**src/verilog/ssw_defines.svh**
```systemverilog
`ifndef SSW_DEFINES_SVH
`define SSW_DEFINES_SVH

// time base
`define SSW_CLK_HZ         25000000
`define SSW_CYC_PER_MS     (`SSW_CLK_HZ / 1000)

// reset stretch after supply recovery or expiry
`define SSW_STRETCH_MIN_MS 140
`define SSW_STRETCH_MS     200
`define SSW_STRETCH_CYC    (`SSW_STRETCH_MS * `SSW_CYC_PER_MS)

// watchdog timeout, fixed
`define SSW_WDOG_MIN_MS    1000
`define SSW_WDOG_MS        1600
`define SSW_WDOG_CYC       (`SSW_WDOG_MS * `SSW_CYC_PER_MS)

// counter width covering both counts
`define SSW_CNT_W          26

`endif

```
**src/verilog/ssw_pkg.sv**
```systemverilog
`default_nettype none
package ssw_pkg;

    // one-hot supervisor states
    typedef enum logic [2:0] {
        SSW_SUPPLY  = 3'h1,
        SSW_STRETCH = 3'h2,
        SSW_RUN     = 3'h4
    } ssw_state_t;

    // open-drain pin drive pair
    typedef struct packed {
        logic out;
        logic oe;
    } ssw_odpin_t;

    // status seen by the rest of the chip
    typedef struct packed {
        logic resetHeld;
        logic wdogArmed;
        logic wdogExpired;
    } ssw_status_t;

endpackage
`default_nettype wire

```
**src/verilog/ssw_supervisor.sv**
```systemverilog
// Notes on behaviour
// - reset output driven low whenever supply-low indication is active
// - reset stays asserted at least 140 ms, nominally 200 ms, after recovery
// - reset pin is active-low open drain: pulls low or releases
// - static kick longer than timeout gives reset pulse of at least 140 ms
// - watchdog timeout fixed, never below 1.0 s
// - any kick edge before timeout restarts the watchdog count
// - static kick repeats reset pulses once per watchdog period
// - fresh watchdog period starts when reset goes inactive
// - floating kick input disables watchdog entirely
// - watchdog held disabled while supply-low indication active
`timescale 1ns/10ps
`default_nettype none
`include "ssw_defines.svh"

module ssw_supervisor #(
    parameter int unsigned CNT_W       = `SSW_CNT_W,
    parameter int unsigned STRETCH_CYC = `SSW_STRETCH_CYC,
    parameter int unsigned WDOG_CYC    = `SSW_WDOG_CYC
) (
    input  wire logic                mclk,
    input  wire logic                rst_b,
    input  wire logic                supplyLow,
    input  wire logic                watchdogKickInput,
    input  wire logic                kickFloat,
    input  wire logic                resetPinIn,
    output var ssw_pkg::ssw_odpin_t  resetPin,
    output var ssw_pkg::ssw_status_t status
);

    ////////////////////////////////////////////////////////////////
    // declarations

    ssw_pkg::ssw_state_t state_q;
    ssw_pkg::ssw_state_t state_d;

    logic             kickPrev_q;
    logic             expired_q;
    logic             resetDrive_q;
    logic             kickEdge;
    logic             wdogArmed;
    logic             inStretch;
    logic             inRun;
    logic             stretchClear;
    logic             stretchDone;
    logic             wdogClear;
    logic             wdogAtLast;
    logic             wdogDone;

    ////////////////////////////////////////////////////////////////
    // kick edge and watchdog enable

    // inputs arrive already synchronised
    assign kickEdge = watchdogKickInput ^ kickPrev_q;

    assign inStretch = (state_q == ssw_pkg::SSW_STRETCH);
    assign inRun     = (state_q == ssw_pkg::SSW_RUN);

    assign wdogArmed = inRun
                     && !kickFloat
                     && !supplyLow;

    // a kick in the expiry cycle still wins
    assign wdogDone = wdogArmed && !kickEdge
                    && wdogAtLast;

    always_ff @(posedge mclk or negedge rst_b) begin
        if (!rst_b) begin
            kickPrev_q <= 1'b0;
        end else begin
            kickPrev_q <= watchdogKickInput;
        end
    end

    ////////////////////////////////////////////////////////////////
    // supervisor state

    always_comb begin
        state_d = state_q;
        case (state_q)
            ssw_pkg::SSW_SUPPLY: begin
                if (!supplyLow) begin
                    state_d = ssw_pkg::SSW_STRETCH;
                end
            end
            ssw_pkg::SSW_STRETCH: begin
                if (supplyLow) begin
                    state_d = ssw_pkg::SSW_SUPPLY;
                end else if (stretchDone) begin
                    state_d = ssw_pkg::SSW_RUN;
                end
            end
            ssw_pkg::SSW_RUN: begin
                if (supplyLow) begin
                    state_d = ssw_pkg::SSW_SUPPLY;
                end else if (wdogDone) begin
                    state_d = ssw_pkg::SSW_STRETCH;
                end
            end
            default: begin
                state_d = ssw_pkg::SSW_SUPPLY;
            end
        endcase
    end

    // start out holding reset, as if the supply had just come up
    always_ff @(posedge mclk or negedge rst_b) begin
        if (!rst_b) begin
            state_q <= ssw_pkg::SSW_SUPPLY;
        end else begin
            state_q <= state_d;
        end
    end

    ////////////////////////////////////////////////////////////////
    // reset stretch counter

    // counts only in stretch; any supply dip restarts the full stretch
    assign stretchClear = !inStretch;

    ssw_cycle_cnt #(
        .CNT_W (CNT_W),
        .LAST  (STRETCH_CYC - 1)
    ) stretchTimer (
        .mclk   (mclk),
        .rst_b  (rst_b),
        .clear  (stretchClear),
        .atLast (stretchDone)
    );

    ////////////////////////////////////////////////////////////////
    // watchdog counter

    // cleared outside run so each release starts a full period
    assign wdogClear = !wdogArmed || kickEdge || wdogDone;

    ssw_cycle_cnt #(
        .CNT_W (CNT_W),
        .LAST  (WDOG_CYC - 1)
    ) wdogTimer (
        .mclk   (mclk),
        .rst_b  (rst_b),
        .clear  (wdogClear),
        .atLast (wdogAtLast)
    );

    always_ff @(posedge mclk or negedge rst_b) begin
        if (!rst_b) begin
            expired_q <= 1'b0;
        end else begin
            expired_q <= wdogDone;
        end
    end

    ////////////////////////////////////////////////////////////////
    // outputs

    // loaded from the next state, so the pin moves with the state register
    always_ff @(posedge mclk or negedge rst_b) begin
        if (!rst_b) begin
            resetDrive_q <= 1'b1;
        end else begin
            resetDrive_q <= (state_d != ssw_pkg::SSW_RUN);
        end
    end

    // pin level never driven high; the pull-up owns the released state
    assign resetPin.out = 1'b0;
    assign resetPin.oe  = resetDrive_q;

    assign status.resetHeld   = resetDrive_q;
    assign status.wdogArmed   = wdogArmed;
    assign status.wdogExpired = expired_q;

    // line readback not needed; other drivers may hold it low too
    logic unusedPin;
    assign unusedPin = resetPinIn;

endmodule // ssw_supervisor

////////////////////////////////////////////////////////////////
// cycle counter shared by the stretch and watchdog timing

module ssw_cycle_cnt #(
    parameter int unsigned CNT_W = 8,
    parameter int unsigned LAST  = 1
) (
    input  wire logic mclk,
    input  wire logic rst_b,
    input  wire logic clear,
    output var  logic atLast
);

    localparam logic [CNT_W-1:0] LAST_VAL = CNT_W'(LAST);

    logic [CNT_W-1:0] count_q;
    logic [CNT_W-1:0] count_d;

    // holds at the last value so a long stretch cannot wrap to zero
    always_comb begin
        count_d = count_q;
        if (clear) begin
            count_d = '0;
        end else if (count_q != LAST_VAL) begin
            count_d = count_q + CNT_W'(1);
        end
    end

    always_ff @(posedge mclk or negedge rst_b) begin
        if (!rst_b) begin
            count_q <= '0;
        end else begin
            count_q <= count_d;
        end
    end

    assign atLast = (count_q == LAST_VAL);

endmodule // ssw_cycle_cnt
`default_nettype wire
```
**config.mk**
```make
export PLATFORM = sky130hd
export DESIGN_NAME = ssw_supervisor
export DESIGN_NICKNAME = d
export VERILOG_FILES = /design/src/verilog/ssw_pkg.sv /design/src/verilog/ssw_supervisor.sv
export VERILOG_INCLUDE_DIRS = /design/src /design/src/verilog
export SDC_FILE = /design/constraint.sdc
export NUM_CORES = 1
export LEC_CHECK = 0
export BUFFER_PORTS_ARGS = -buffer_cell sky130_fd_sc_hd__buf_2
export CAP_MARGIN = 20
export CORE_MARGIN = 3
export CORE_UTILIZATION = 45
export DETAILED_ROUTE_END_ITERATION = 7
export SYNTH_ARGS = -nofsm -noshare
export SYNTH_HDL_FRONTEND = slang
export SYNTH_SLANG_ARGS = --single-unit
export TNS_END_PERCENT = 50
```
**constraint.sdc**
```tcl
create_clock -name mclk -period 3.1 [get_ports mclk]
set_input_delay 0.155 -clock mclk [delete_from_list [all_inputs] [get_ports mclk]]
set_output_delay 0.155 -clock mclk [all_outputs]
set_load 0.02 [all_outputs]
```
; Word-level counts from Yosys, hierarchy flattened
; Index checks and enable logic that the tools add are counted.
[op_classes]
n_addsub = 2
eq_ne = 9
muxes = 10
bitwise = 1
reduce_logical = 11
[op_table]
columns = cell, count
row1 = $mux 26, 4
row2 = $add 26x1->26 const B, 2
row3 = $eq 26x23->1 const B, 1
row4 = $eq 26x26->1 const B, 1
row5 = $ne 26x23->1 const B, 1
row6 = $ne 26x26->1 const B, 1
row7 = $mux 3, 5
row8 = $pmux 3 s3, 1
row9 = $logic_and 1x1->1, 4
row10 = $logic_not 1->1, 4
row11 = $eq 3x1->1 const B, 1
row12 = $eq 3x2->1 const B, 1
row13 = $eq 3x3->1 const B, 1
row14 = $ne 3x3->1 const B, 1
row15 = $logic_or 1x1->1, 2
row16 = $ne 2x1->1 const B, 1
row17 = $reduce_bool 2->1, 1
row18 = $xor 1x1->1, 1
[totals]
reg_bits = 58
in_bits = 6
out_inout_bits = 5
word_cells = 39

; Logic depth before layout (Yosys ltp)
; Gate-level depths: netlist of run 1.
[depth]
depth_word = 9
depth_mapped = 8
mapped_depth_nobuf = 6

; Hierarchy
; A second synthesis of run 1 with hierarchy kept.
[hier_totals]
cells_unflattened = 338
hier_area_um2 = 3276.9
[by_module_without_submodules]
columns = module, instances, cells_each, area_per_inst_um2, seq_area_each_um2
row1 = ssw_cycle_cnt at stretchTimer, 1, 154, 1526.5, 650.6
row2 = ssw_cycle_cnt at wdogTimer, 1, 149, 1418.9, 650.6
row3 = ssw_supervisor, 1, 35, 331.6, 152.6

; Least setup slack after synthesis of run 1
; OpenSTA, ideal clock, no wires.
[synth_path]
kind = reg-to-reg
from = register wdogTimer.count_q[0]
to = register wdogTimer.count_q[10]
setup_ns = 0.119
t_arrival_ns = 1.644
required_ns = 2.981
setup_slack_ns = 1.337
path_stages_with_launch = 9
path_buffers = 2
period_less_slack_ns = 1.763
cell_sequence = dfrtp_1 -> ha_1 -> nand4_4 -> or2_1 -> nor3_2 -> nand2b_1 -> buf_6 -> buf_12 -> nor2_1
[synth_between]
elab_chain_cells = 4
word_cells_on_any_way = 8
cone_classes = add/sub: 1 / eq/ne: 2 / mux: 2 / reduce/logical: 3
[synth_lines]
columns = item, line
row1 = start: declaration, ssw_supervisor.sv:196  ; logic [CNT_W-1:0] count_q;
row2 = start signal: assignment, ssw_supervisor.sv:213  ; count_q <= count_d;
row3 = branches (longest 4 deep; another with $add 26x1->26), -
; Parallel ways; which one is timed is not known. The select of a mux whose other input is x is not followed.
; A chain may end at the register's enable or synchronous reset.

; Worst setup path after layout of run 1
[layout_path]
from = register wdogTimer.count_q[0]
to = register wdogTimer.count_q[2]
; The elaborated chain is that of the path after synthesis.

==> flow_summary.json, run 1 <==
{
  "path_cells": "ha_1 > nand4_4 > or2_1 > nor3_2 > nand2b_1 > buf_4 > nor2_1",
  "tightestPinTransition_ps": 917,
  "synth-seq-cells": 58,
  "syn-num-nets": 316,
  "fin_setup_tns_ps": 0,
  "via_count": 2122,
  "synth.area.top_cells": "dfrtp_1, xor2_1, nor2_1",
  "start_util_pct": 47.0,
  "wl_per_cell_um": 13.7,
  "syn_inst": 308,
  "critical_path_class": "register to register",
  "multi_input_area_mm2": 0.00145,
  "insertedDiodeCount": 0,
  "via_per_inst": 5.32,
  "cp-end-kind": "register",
  "dp_hpwl_mm": 3.66,
  "drt-initial-drc-count": 104,
  "cts_tree": "done",
  "hold_viol": 0,
  "grt.total_usage_pct": 16.2,
  "worstPathMaxFanout": 26,
  "io_pins": 11,
  "final_nets": 325,
  "finalSetupViolations": 0,
  "cts_max_level": 3,
  "wirelength_mm": 5.47,
  "irDropWorstVdd_mv": 0.337,
  "rsz0062_at_grt": "false",
  "powerDensity_mw_per_mm2": 486,
  "rows": 29,
  "max_stage_delay_ps": 410,
  "skew_ps": 9.09,
  "drv_cap": 0,
  "max_freq_mhz": 489,
  "die_width_um": 88.1,
  "grt_max_degree": 42,
  "cts_buffers": 9,
  "core_area_mm2": 0.00646,
  "synth_cell_type_count": 46,
  "critPathBufInv": 1,
  "drc_errors": 0,
  "synth_area_leader_cell": "dfrtp_1",
  "synth_area_per_cell_um2": 9.86,
  "synth_area_mm2": 0.00304,
  "grt-ovfl-total": 0,
  "cts-root-buf": "clkbuf_8",
  "clock_sinks": 58,
  "cts_buffer_depth": 2,
  "ant_nets": 0,
  "nFillCells": 615,
  "final.min_clock_period_ps": 2040,
  "yosysTopAreaCellShare_pct": 46.2,
  "worstSkewPairLatency_ps": 330,
  "p_leak_nw": 1.29,
  "hp-class": "input port to register",
  "antenna_found_initial": 0,
  "drive_above_1_share_pct": 10.9,
  "path_clk_slew_ps": 70,
  "arrival_ps": 2250,
  "area_growth_pct": 8.49,
  "ys_warn_count": 0,
  "die_area_mm2": 0.00777,
  "cp-start-kind": "register",
  "grt_pass1_vias": 2119,
  "post-route-period-util_pct": 65.9,
  "io_buffers": 8,
  "gp_congestion": 0.756,
  "final_max_slew_viol_count": 0,
  "path_delay_family": "simple AND/OR/NAND/NOR gates",
  "status": "finished, final reports clean",
  "grt_first_pass_wirelength_mm": 9.63,
  "firstDrtPassIters": 4,
  "worst_ep_required_time_ps": 3300,
  "synth_seq_area_share_pct": 47.9,
  "seq_area_mm2": 0.00145,
  "cp_slowest_cell": "dfrtp_1",
  "cts_setup_buffers": 0,
  "die_y_um": 88.1,
  "fin_util_pct": 51.0,
  "slew_headroom_pct": 38.9,
  "cts_resized": 0
}
-- area by class of cell --
cell class	count	area share (%)
sequential	58	44.1
multi-input combinational	231	44.0
clock buffer	14	4.94
tap	77	2.93
timing repair buffer	13	2.51
clock inverter	2	1.06
inverter	4	0.456
-- state kept, by name (all words and copies together), names as in the netlist --
name                  flops
stretchTimer.count_q     26
resetDrive_q              1
expired_q                 1
kickPrev_q                1
wdogTimer.count_q        26
state_q                   3
-- Yosys cell counts, drive strengths merged --
cell     number
o21ai         7
o21a          1
nand4        17
nand3        18
or3           4
xnor2        21
nor2b         1
a21oi         6
o2111ai       1
mux2i         1
inv           4
or2           1
nor2         58
dfstp         2
and3          8
nor4b         3
nor3          9
ha            2
nor3b         2
buf          10
and2          5
conb          1
nand2        15
clkbuf        5
o21ba         1
nand2b        4
dfrtp        56
o211ai        2
nor4bb        1
nor4          8
and3b         1
and4          6
xor2         26
and4b         1
-- worst paths after layout --
check,slack (ps),from,endpoint,depth (start not counted)
hold reg to reg,520,wdogTimer.count_q[0],wdogTimer.count_q[0],1
min in group asynchronous,490,rst_b,state_q[1],2
hold / removal,110,supplyLow,resetDrive_q,3
max in group asynchronous,1780,rst_b,state_q[0],3
setup / recovery,1060,wdogTimer.count_q[0],wdogTimer.count_q[2],7
setup reg to reg,1060,wdogTimer.count_q[0],wdogTimer.count_q[2],7
-- through the flow --
| stage | hold WS (ps) | worst slack, ps | total power [mW] | instances | area (um2) |
|---|---|---|---|---|---|
| finish | 108 | 1060 | 1.60 | 399 | 3290 |
| global route | 133 | 872 | 1.68 | 399 | 3290 |
| CTS | 95.9 | 1020 | 1.63 | 399 | 3290 |
| detailed placement | 291 | 1040 | 0.915 | 381 | 3080 |
| global placement | 289 | 1070 | 0.914 | 381 | 3080 |
| floorplan | -141 | 1340 | 0.875 | 308 | 3040 |
-- layout by cell type, fill, tap and decap left out, types with 7 or more instances in the layout --
cell type  synthesis  layout
dfrtp_1           56      56
xnor2_1           21      21
o21ai_0            7       7
nand3_1           18      18
nand4_1           16      16
xor2_1            26      26
nor2_1            58      58
nand2_1           15      15
clkbuf_8           0      11
buf_2              1       8
and3_1             8       8
nor3_1             7       7
-- repair_timing --
item,in CTS,in global routing
hold buffers,2,0
hold endpoints to repair,40,0
endpoints found under the setup margin,0,0
-- worst min-delay path: cells and delay by family --
family	cells	cell delay, ps
AOI/OAI and AO/OA	1	70
buffers and inverters	1	120
and+or+nand+nor	1	60
-- kinds of logic after synthesis --
logic type,count (synthesis),synth area share (%)
AOI/OAI and AO/OA,18,3.50
adders and majority gates,2,0.824
DFF,58,47.9
buffers and inverters,19,4.41
other,1,0.124
and+or+nand+nor,162,29.3
xor gates and xnor gates,47,13.6
muxes,1,0.330
-- power by group --
group / internal, mW / total, mW / switching (mW) / leakage [nW]
clock: 0.415 / 0.699 / 0.284 / 0.101
sequential: 0.778 / 0.799 / 0.0203 / 0.801
combinational: 0.0403 / 0.102 / 0.0619 / 0.393
-- per-layer routing --
metal | vias up | GRT usage [%] | wire, um
met5 | - | 0 | 0
met4 | 0 | 6.59 | 94
met3 | 9 | 5.08 | 172
met2 | 23 | 25.8 | 2460
met1 | 1013 | 20.5 | 2740
li1 | 1077 | - | -
Note: power is estimated with default switching activity, not from simulation.
==> run 2, diff against run 1 <==
==> constraint.sdc (replaced) <==
create_clock -name mclk -period 1.8 [get_ports mclk]
set_input_delay 0.09 -clock mclk [delete_from_list [all_inputs] [get_ports mclk]]
set_output_delay 0.09 -clock mclk [all_outputs]
set_load 0.02 [all_outputs]
==> run 2 against run 1 <==
- total power grew 79%
- clock skew hardly changed
- core utilization increased by 3.9 points
- critical path depth shrank 3
- critical endpoint is now stretchTimer.count_q[17]
- largest power group unchanged
- highest routed layer unchanged
==> flow_summary.json, run 2 (synthesis results as in run 1) <==
{
  "grt.total_usage_pct": 16.3,
  "worstPathMaxFanout": 6,
  "seqPwrFrac_pct": 48.0,
  "cts_max_level": 3,
  "hold_viol": 0,
  "firstDrtPassIters": 4,
  "slew_headroom_pct": 58.9,
  "path_cells": "and4_1 > nand4_1 > or3_1 > a21oi_1",
  "clock_sinks": 58,
  "cp-end-kind": "register",
  "cts_buffer_depth": 2,
  "rsz0062_at_grt": "false",
  "worstSkewPairLatency_ps": 330,
  "dp_hpwl_mm": 3.93,
  "die_y_um": 88.1,
  "r2r_start": "stretchTimer.count_q[2]",
  "die_width_um": 88.1,
  "p_leak_nw": 1.44,
  "insertedDiodeCount": 0,
  "finalPower_mw": 2.86,
  "fin_setup_tns_ps": 0,
  "arrival_ps": 1940,
  "power.internal_mw": 2.19,
  "drv_cap": 0,
  "cp_slowest_cell": "or3_1",
  "io_buffers": 8,
  "drt-initial-drc-count": 84,
  "swShare_pct": 23.6,
  "gp_congestion": 0.783,
  "cts_buffers": 9,
  "irDropWorstVdd_mv": 0.397,
  "drive_above_1_share_pct": 19.1,
  "wl_per_cell_um": 13.4,
  "rows": 29,
  "worst_ep_required_time_ps": 2050,
  "ant_nets": 0,
  "grt_first_pass_wirelength_mm": 9.94,
  "max_freq_mhz": 592,
  "hp-class": "input port to register",
  "final_common_cell": "nor2_1",
  "cts-root-buf": "clkbuf_8",
  "start_util_pct": 47.0,
  "drc_errors": 0,
  "skew_ps": 9.41,
  "grt-ovfl-total": 0,
  "io_pins": 11,
  "p_clk_share_pct": 45.7,
  "critical_path_class": "register to register",
  "grt_pass1_vias": 2245,
  "post-route-period-util_pct": 93.8,
  "path_clk_slew_ps": 70,
  "finalSetupViolations": 0,
  "p_switching_mw": 0.675,
  "crit_path_start": "stretchTimer.count_q[2]",
  "final_cells": 423,
  "status": "finished, final reports clean",
  "die_area_mm2": 0.00777,
  "dp.cells": 403,
  "powerDensity_mw_per_mm2": 808,
  "via_per_inst": 5.22,
  "max_stage_delay_ps": 430,
  "worstHoldStart": "supplyLow",
  "wirelength_mm": 5.66,
  "cp-start-kind": "register",
  "final_nets": 349,
  "via_count": 2208,
  "final.min_clock_period_ps": 1690,
  "fin_util_pct": 54.9,
  "combinationalPowerShare_pct": 6.3,
  "largest_registers": "stretchTimer.count_q x26, wdogTimer.count_q x26, state_q x3",
  "tightestPinTransition_ps": 616,
  "cts_tree": "done",
  "final_cell_mix": "nor2_1, dfrtp_1, xor2_1, buf_4, xnor2_1",
  "final_max_slew_viol_count": 0,
  "antenna_found_initial": 0,
  "core_area_mm2": 0.00646,
  "area_growth_pct": 16.7,
  "grt_max_degree": 28
}
-- run 2: changes by cell type in the layout (fill, tap and decap cells not counted), sizes merged --
cell / change
clkinvlp: +2
clkinv: +2
clkbuf: -5
buf: +24
bufinv: +1
-- run 2: final timing paths --
path	end	slack [ps]	cells after the start
setup reg to reg	stretchTimer.count_q[17]	110	4
max in group asynchronous	stretchTimer.count_q[7]	880	3
hold / removal	state_q[0]	40	3
min in group asynchronous	expired_q	310	2
setup / recovery	stretchTimer.count_q[17]	110	4
hold reg to reg	wdogTimer.count_q[0]	540	2
-- run 2: power groups by stage --
stage	sequential (mW)	clock (mW)	combinational, mW
detailed placement	1.40	0	0.180
global placement	1.40	0	0.178
global route	1.38	1.41	0.205
finish	1.37	1.31	0.180
floorplan	1.39	0	0.119
CTS	1.37	1.34	0.186
-- run 2: area by class of cell --
class / instances / area [um2]
inverter: 4 / 15.0
timing repair buffer: 37 / 288
clock inverter: 7 / 93.8
sequential: 58 / 1450
clock buffer: 9 / 124
multi-input combinational: 231 / 1470
fill: 584 / 2920
tap: 77 / 96.3
-- run 2: metal layers --
layer  track usage (%)  part of all wire [%]
met5                 0                     0
met2              26.4                    45
met4              6.87                   1.6
met3              3.01                   2.6
met1              21.6                    51
-- run 2: repair_timing --
item | 4_1_cts | 5_1_grt
resized for setup | 0 | 5
hold buffers | 2 | 0
endpoints found under the setup margin | 0 | 37
endpoints found under the hold margin | 24 | 0
buffers inserted | 0 | 2
-- run 2: through the flow --
stage / instance area, um2 / hold WS, ps / setup WS (ps)
6_report: 3540 / 41.3 / 111
5_1_grt: 3540 / 65.4 / 1.90
4_1_cts: 3500 / 36.0 / 34.6
3_5_place_dp: 3270 / 140 / 50.1
3_3_place_gp: 3270 / 133 / 72.4
2_1_floorplan: 3040 / -206 / 37.3
-- run 2: worst max-delay path, delay by kind of cell, from the launching register on --
| kind | cells | cell delay (ps) |
|---|---|---|
| and+or+nand+nor | 3 | 1050 |
| AOI/OAI and AO/OA | 1 | 150 |
| DFF | 1 | 420 |
==> run 3, diff against run 2 <==
--- a/config.mk
+++ b/config.mk
@@ -6,9 +6,8 @@
 export SDC_FILE = /design/constraint.sdc
 export NUM_CORES = 1
 export LEC_CHECK = 0
-export BUFFER_PORTS_ARGS = -buffer_cell sky130_fd_sc_hd__buf_2
+export BUFFER_PORTS_ARGS = -buffer_cell sky130_fd_sc_hd__buf_4
 export CAP_MARGIN = 20
-export CORE_MARGIN = 3
 export CORE_UTILIZATION = 45
 export DETAILED_ROUTE_END_ITERATION = 7
 export SYNTH_ARGS = -nofsm -noshare
==> run 3 against run 2 <==
- clock power is essentially flat
- critical path type unchanged
- setup slack gained 2.5 ps
- combinational power is essentially flat
- core utilization grew 0.56 points
- first-iteration DRC count grew 2.4%
- clock skew shrank 4.8 ps
- the flow now finishes with violations (design-rule violations)
- final area grew 0.46%
- non-clock buffer count shrank 1
- total power shrank 0.75%
- clock-buffer cell count grew 6
==> flow_summary.json, run 3 (synthesis results as in run 1) <==
{
  "antenna_found_initial": 0,
  "die_y_um": 84.1,
  "p_leak_nw": 1.46,
  "final.min_clock_period_ps": 1690,
  "hp-class": "input port to register",
  "final_common_cell": "nor2_1",
  "final_max_slew_viol_count": 0,
  "max_stage_delay_ps": 450,
  "gp_congestion": 0.743,
  "drt-initial-drc-count": 86,
  "max_freq_mhz": 593,
  "post-route-period-util_pct": 93.7,
  "seq_area_mm2": 0.00146,
  "powerDensity_mw_per_mm2": 798,
  "path_clk_slew_ps": 60,
  "insertedDiodeCount": 0,
  "multi_input_area_mm2": 0.00149,
  "io_buffers": 8,
  "rows": 29,
  "drive_above_1_share_pct": 18.8,
  "wirelength_mm": 5.70,
  "largest_registers": "stretchTimer.count_q x26, wdogTimer.count_q x26, state_q x3",
  "pre_cts_ws_ps": 61.1,
  "final_cells": 422,
  "hold_viol": 0,
  "status": "finished with violations",
  "finalSetupViolations": 0,
  "irDropWorstVdd_mv": 0.353,
  "min_to": "resetDrive_q",
  "cts_buffer_depth": 2,
  "io_pins": 11,
  "grt_first_pass_wirelength_mm": 9.95,
  "rr_endpoint": "wdogTimer.count_q[12]",
  "nFillCells": 565,
  "via_count": 2224,
  "cts_buffers": 9,
  "die_width_um": 84.1,
  "final_nets": 348,
  "path_cells": "nor4bb_4 > nand4_1 > nor3_2 > nand2b_1 > buf_12 > nor2_1",
  "cp-end-kind": "register",
  "cts_tree": "done",
  "cts-root-buf": "clkbuf_8",
  "via_per_inst": 5.27,
  "worstHoldStart": "supplyLow",
  "ant_nets": 0,
  "drc_errors": 4,
  "grt.total_usage_pct": 18.0,
  "cp_slowest_cell": "dfrtp_2",
  "area_growth_pct": 17.3,
  "r2r_cells": 6,
  "cts_max_level": 3,
  "start_util_pct": 47.3,
  "r2r_start": "wdogTimer.count_q[16]",
  "skew_ps": 4.58,
  "reg2reg_slack_ps": 110,
  "arrival_ps": 1910,
  "timing.hold.ws_ps": 13.2,
  "violations": "design-rule violations",
  "dp.cells": 402,
  "critical_path_class": "register to register",
  "fin_setup_tns_ps": 0,
  "dp_hpwl_mm": 3.83,
  "final_cell_mix": "nor2_1, dfrtp_1, buf_4, xor2_1, xnor2_1",
  "grt_pass1_vias": 2162,
  "grt_max_degree": 59,
  "tightestPinTransition_ps": 730,
  "worstSkewPairLatency_ps": 340,
  "core_area_mm2": 0.00642,
  "slew_headroom_pct": 51.3,
  "grt-ovfl-total": 0,
  "wl_per_cell_um": 13.5,
  "worstPathMaxFanout": 26,
  "firstDrtPassIters": 6,
  "hold_path_depth": 3,
  "drv_cap": 0,
  "die_area_mm2": 0.00708,
  "worst_ep_required_time_ps": 2020,
  "cp-start-kind": "register",
  "clock_sinks": 58,
  "worst_slack_ps": 114
}
run 3: cell type report:
| cell class | count | share of cell area [%] |
|---|---|---|
| inverter | 4 | 0.422 |
| tap | 77 | 2.71 |
| clock inverter | 1 | 0.844 |
| timing repair buffer | 36 | 8.08 |
| sequential | 58 | 40.9 |
| clock buffer | 15 | 5.24 |
| multi-input combinational | 231 | 41.8 |
run 3: metal layers:
layer	up-vias	global-route usage, %	wire length (um)
met4	0	9.87	94
met3	6	3.83	122
met5	-	0	0
met2	25	26.4	2540
li1	1123	-	-
met1	1070	25.1	2940
run 3: critical path: cells and delay by family, from the launching register on:
kind	cells	cell delay, ps
buf+inv	1	180
flops	1	450
simple gates	5	930
run 3: what timing repair did:
item,in CTS,in global routing
endpoints found under the setup margin,0,44
endpoints found under the hold margin,57,0
hold buffers,2,0
resized for setup,0,9
setup buffers,0,2
run 3: how the worst max path moves through the flow:
| stage | start | end | depth (start not counted) |
|---|---|---|---|
| 2_1_floorplan | wdogTimer.count_q[0] | wdogTimer.count_q[12] | 8 |
| 3_3_place_gp | stretchTimer.count_q[20] | state_q[1] | 6 |
| 3_5_place_dp | wdogTimer.count_q[0] | wdogTimer.count_q[22] | 7 |
| 4_1_cts | wdogTimer.count_q[0] | wdogTimer.count_q[11] | 7 |
| 5_1_grt | stretchTimer.count_q[7] | stretchTimer.count_q[4] | 6 |
| 6_report | wdogTimer.count_q[16] | wdogTimer.count_q[12] | 6 |
run 3: report_power, final:
part           internal, mW  leakage, nW  switching, mW  total [mW]
clock                 0.792        0.110          0.491        1.28
sequential             1.34        0.799         0.0347        1.38
combinational        0.0767        0.546          0.106       0.183
run 3: stage by stage:
step / utilization, % / power [mW] / cell area [um2]
floorplan: - / 1.51 / 3040
global placement: 50.8 / 1.58 / 3270
detailed placement: 50.8 / 1.58 / 3270
CTS: 54.5 / 2.89 / 3500
global route: 55.4 / 2.96 / 3560
finish: 55.4 / 2.84 / 3560
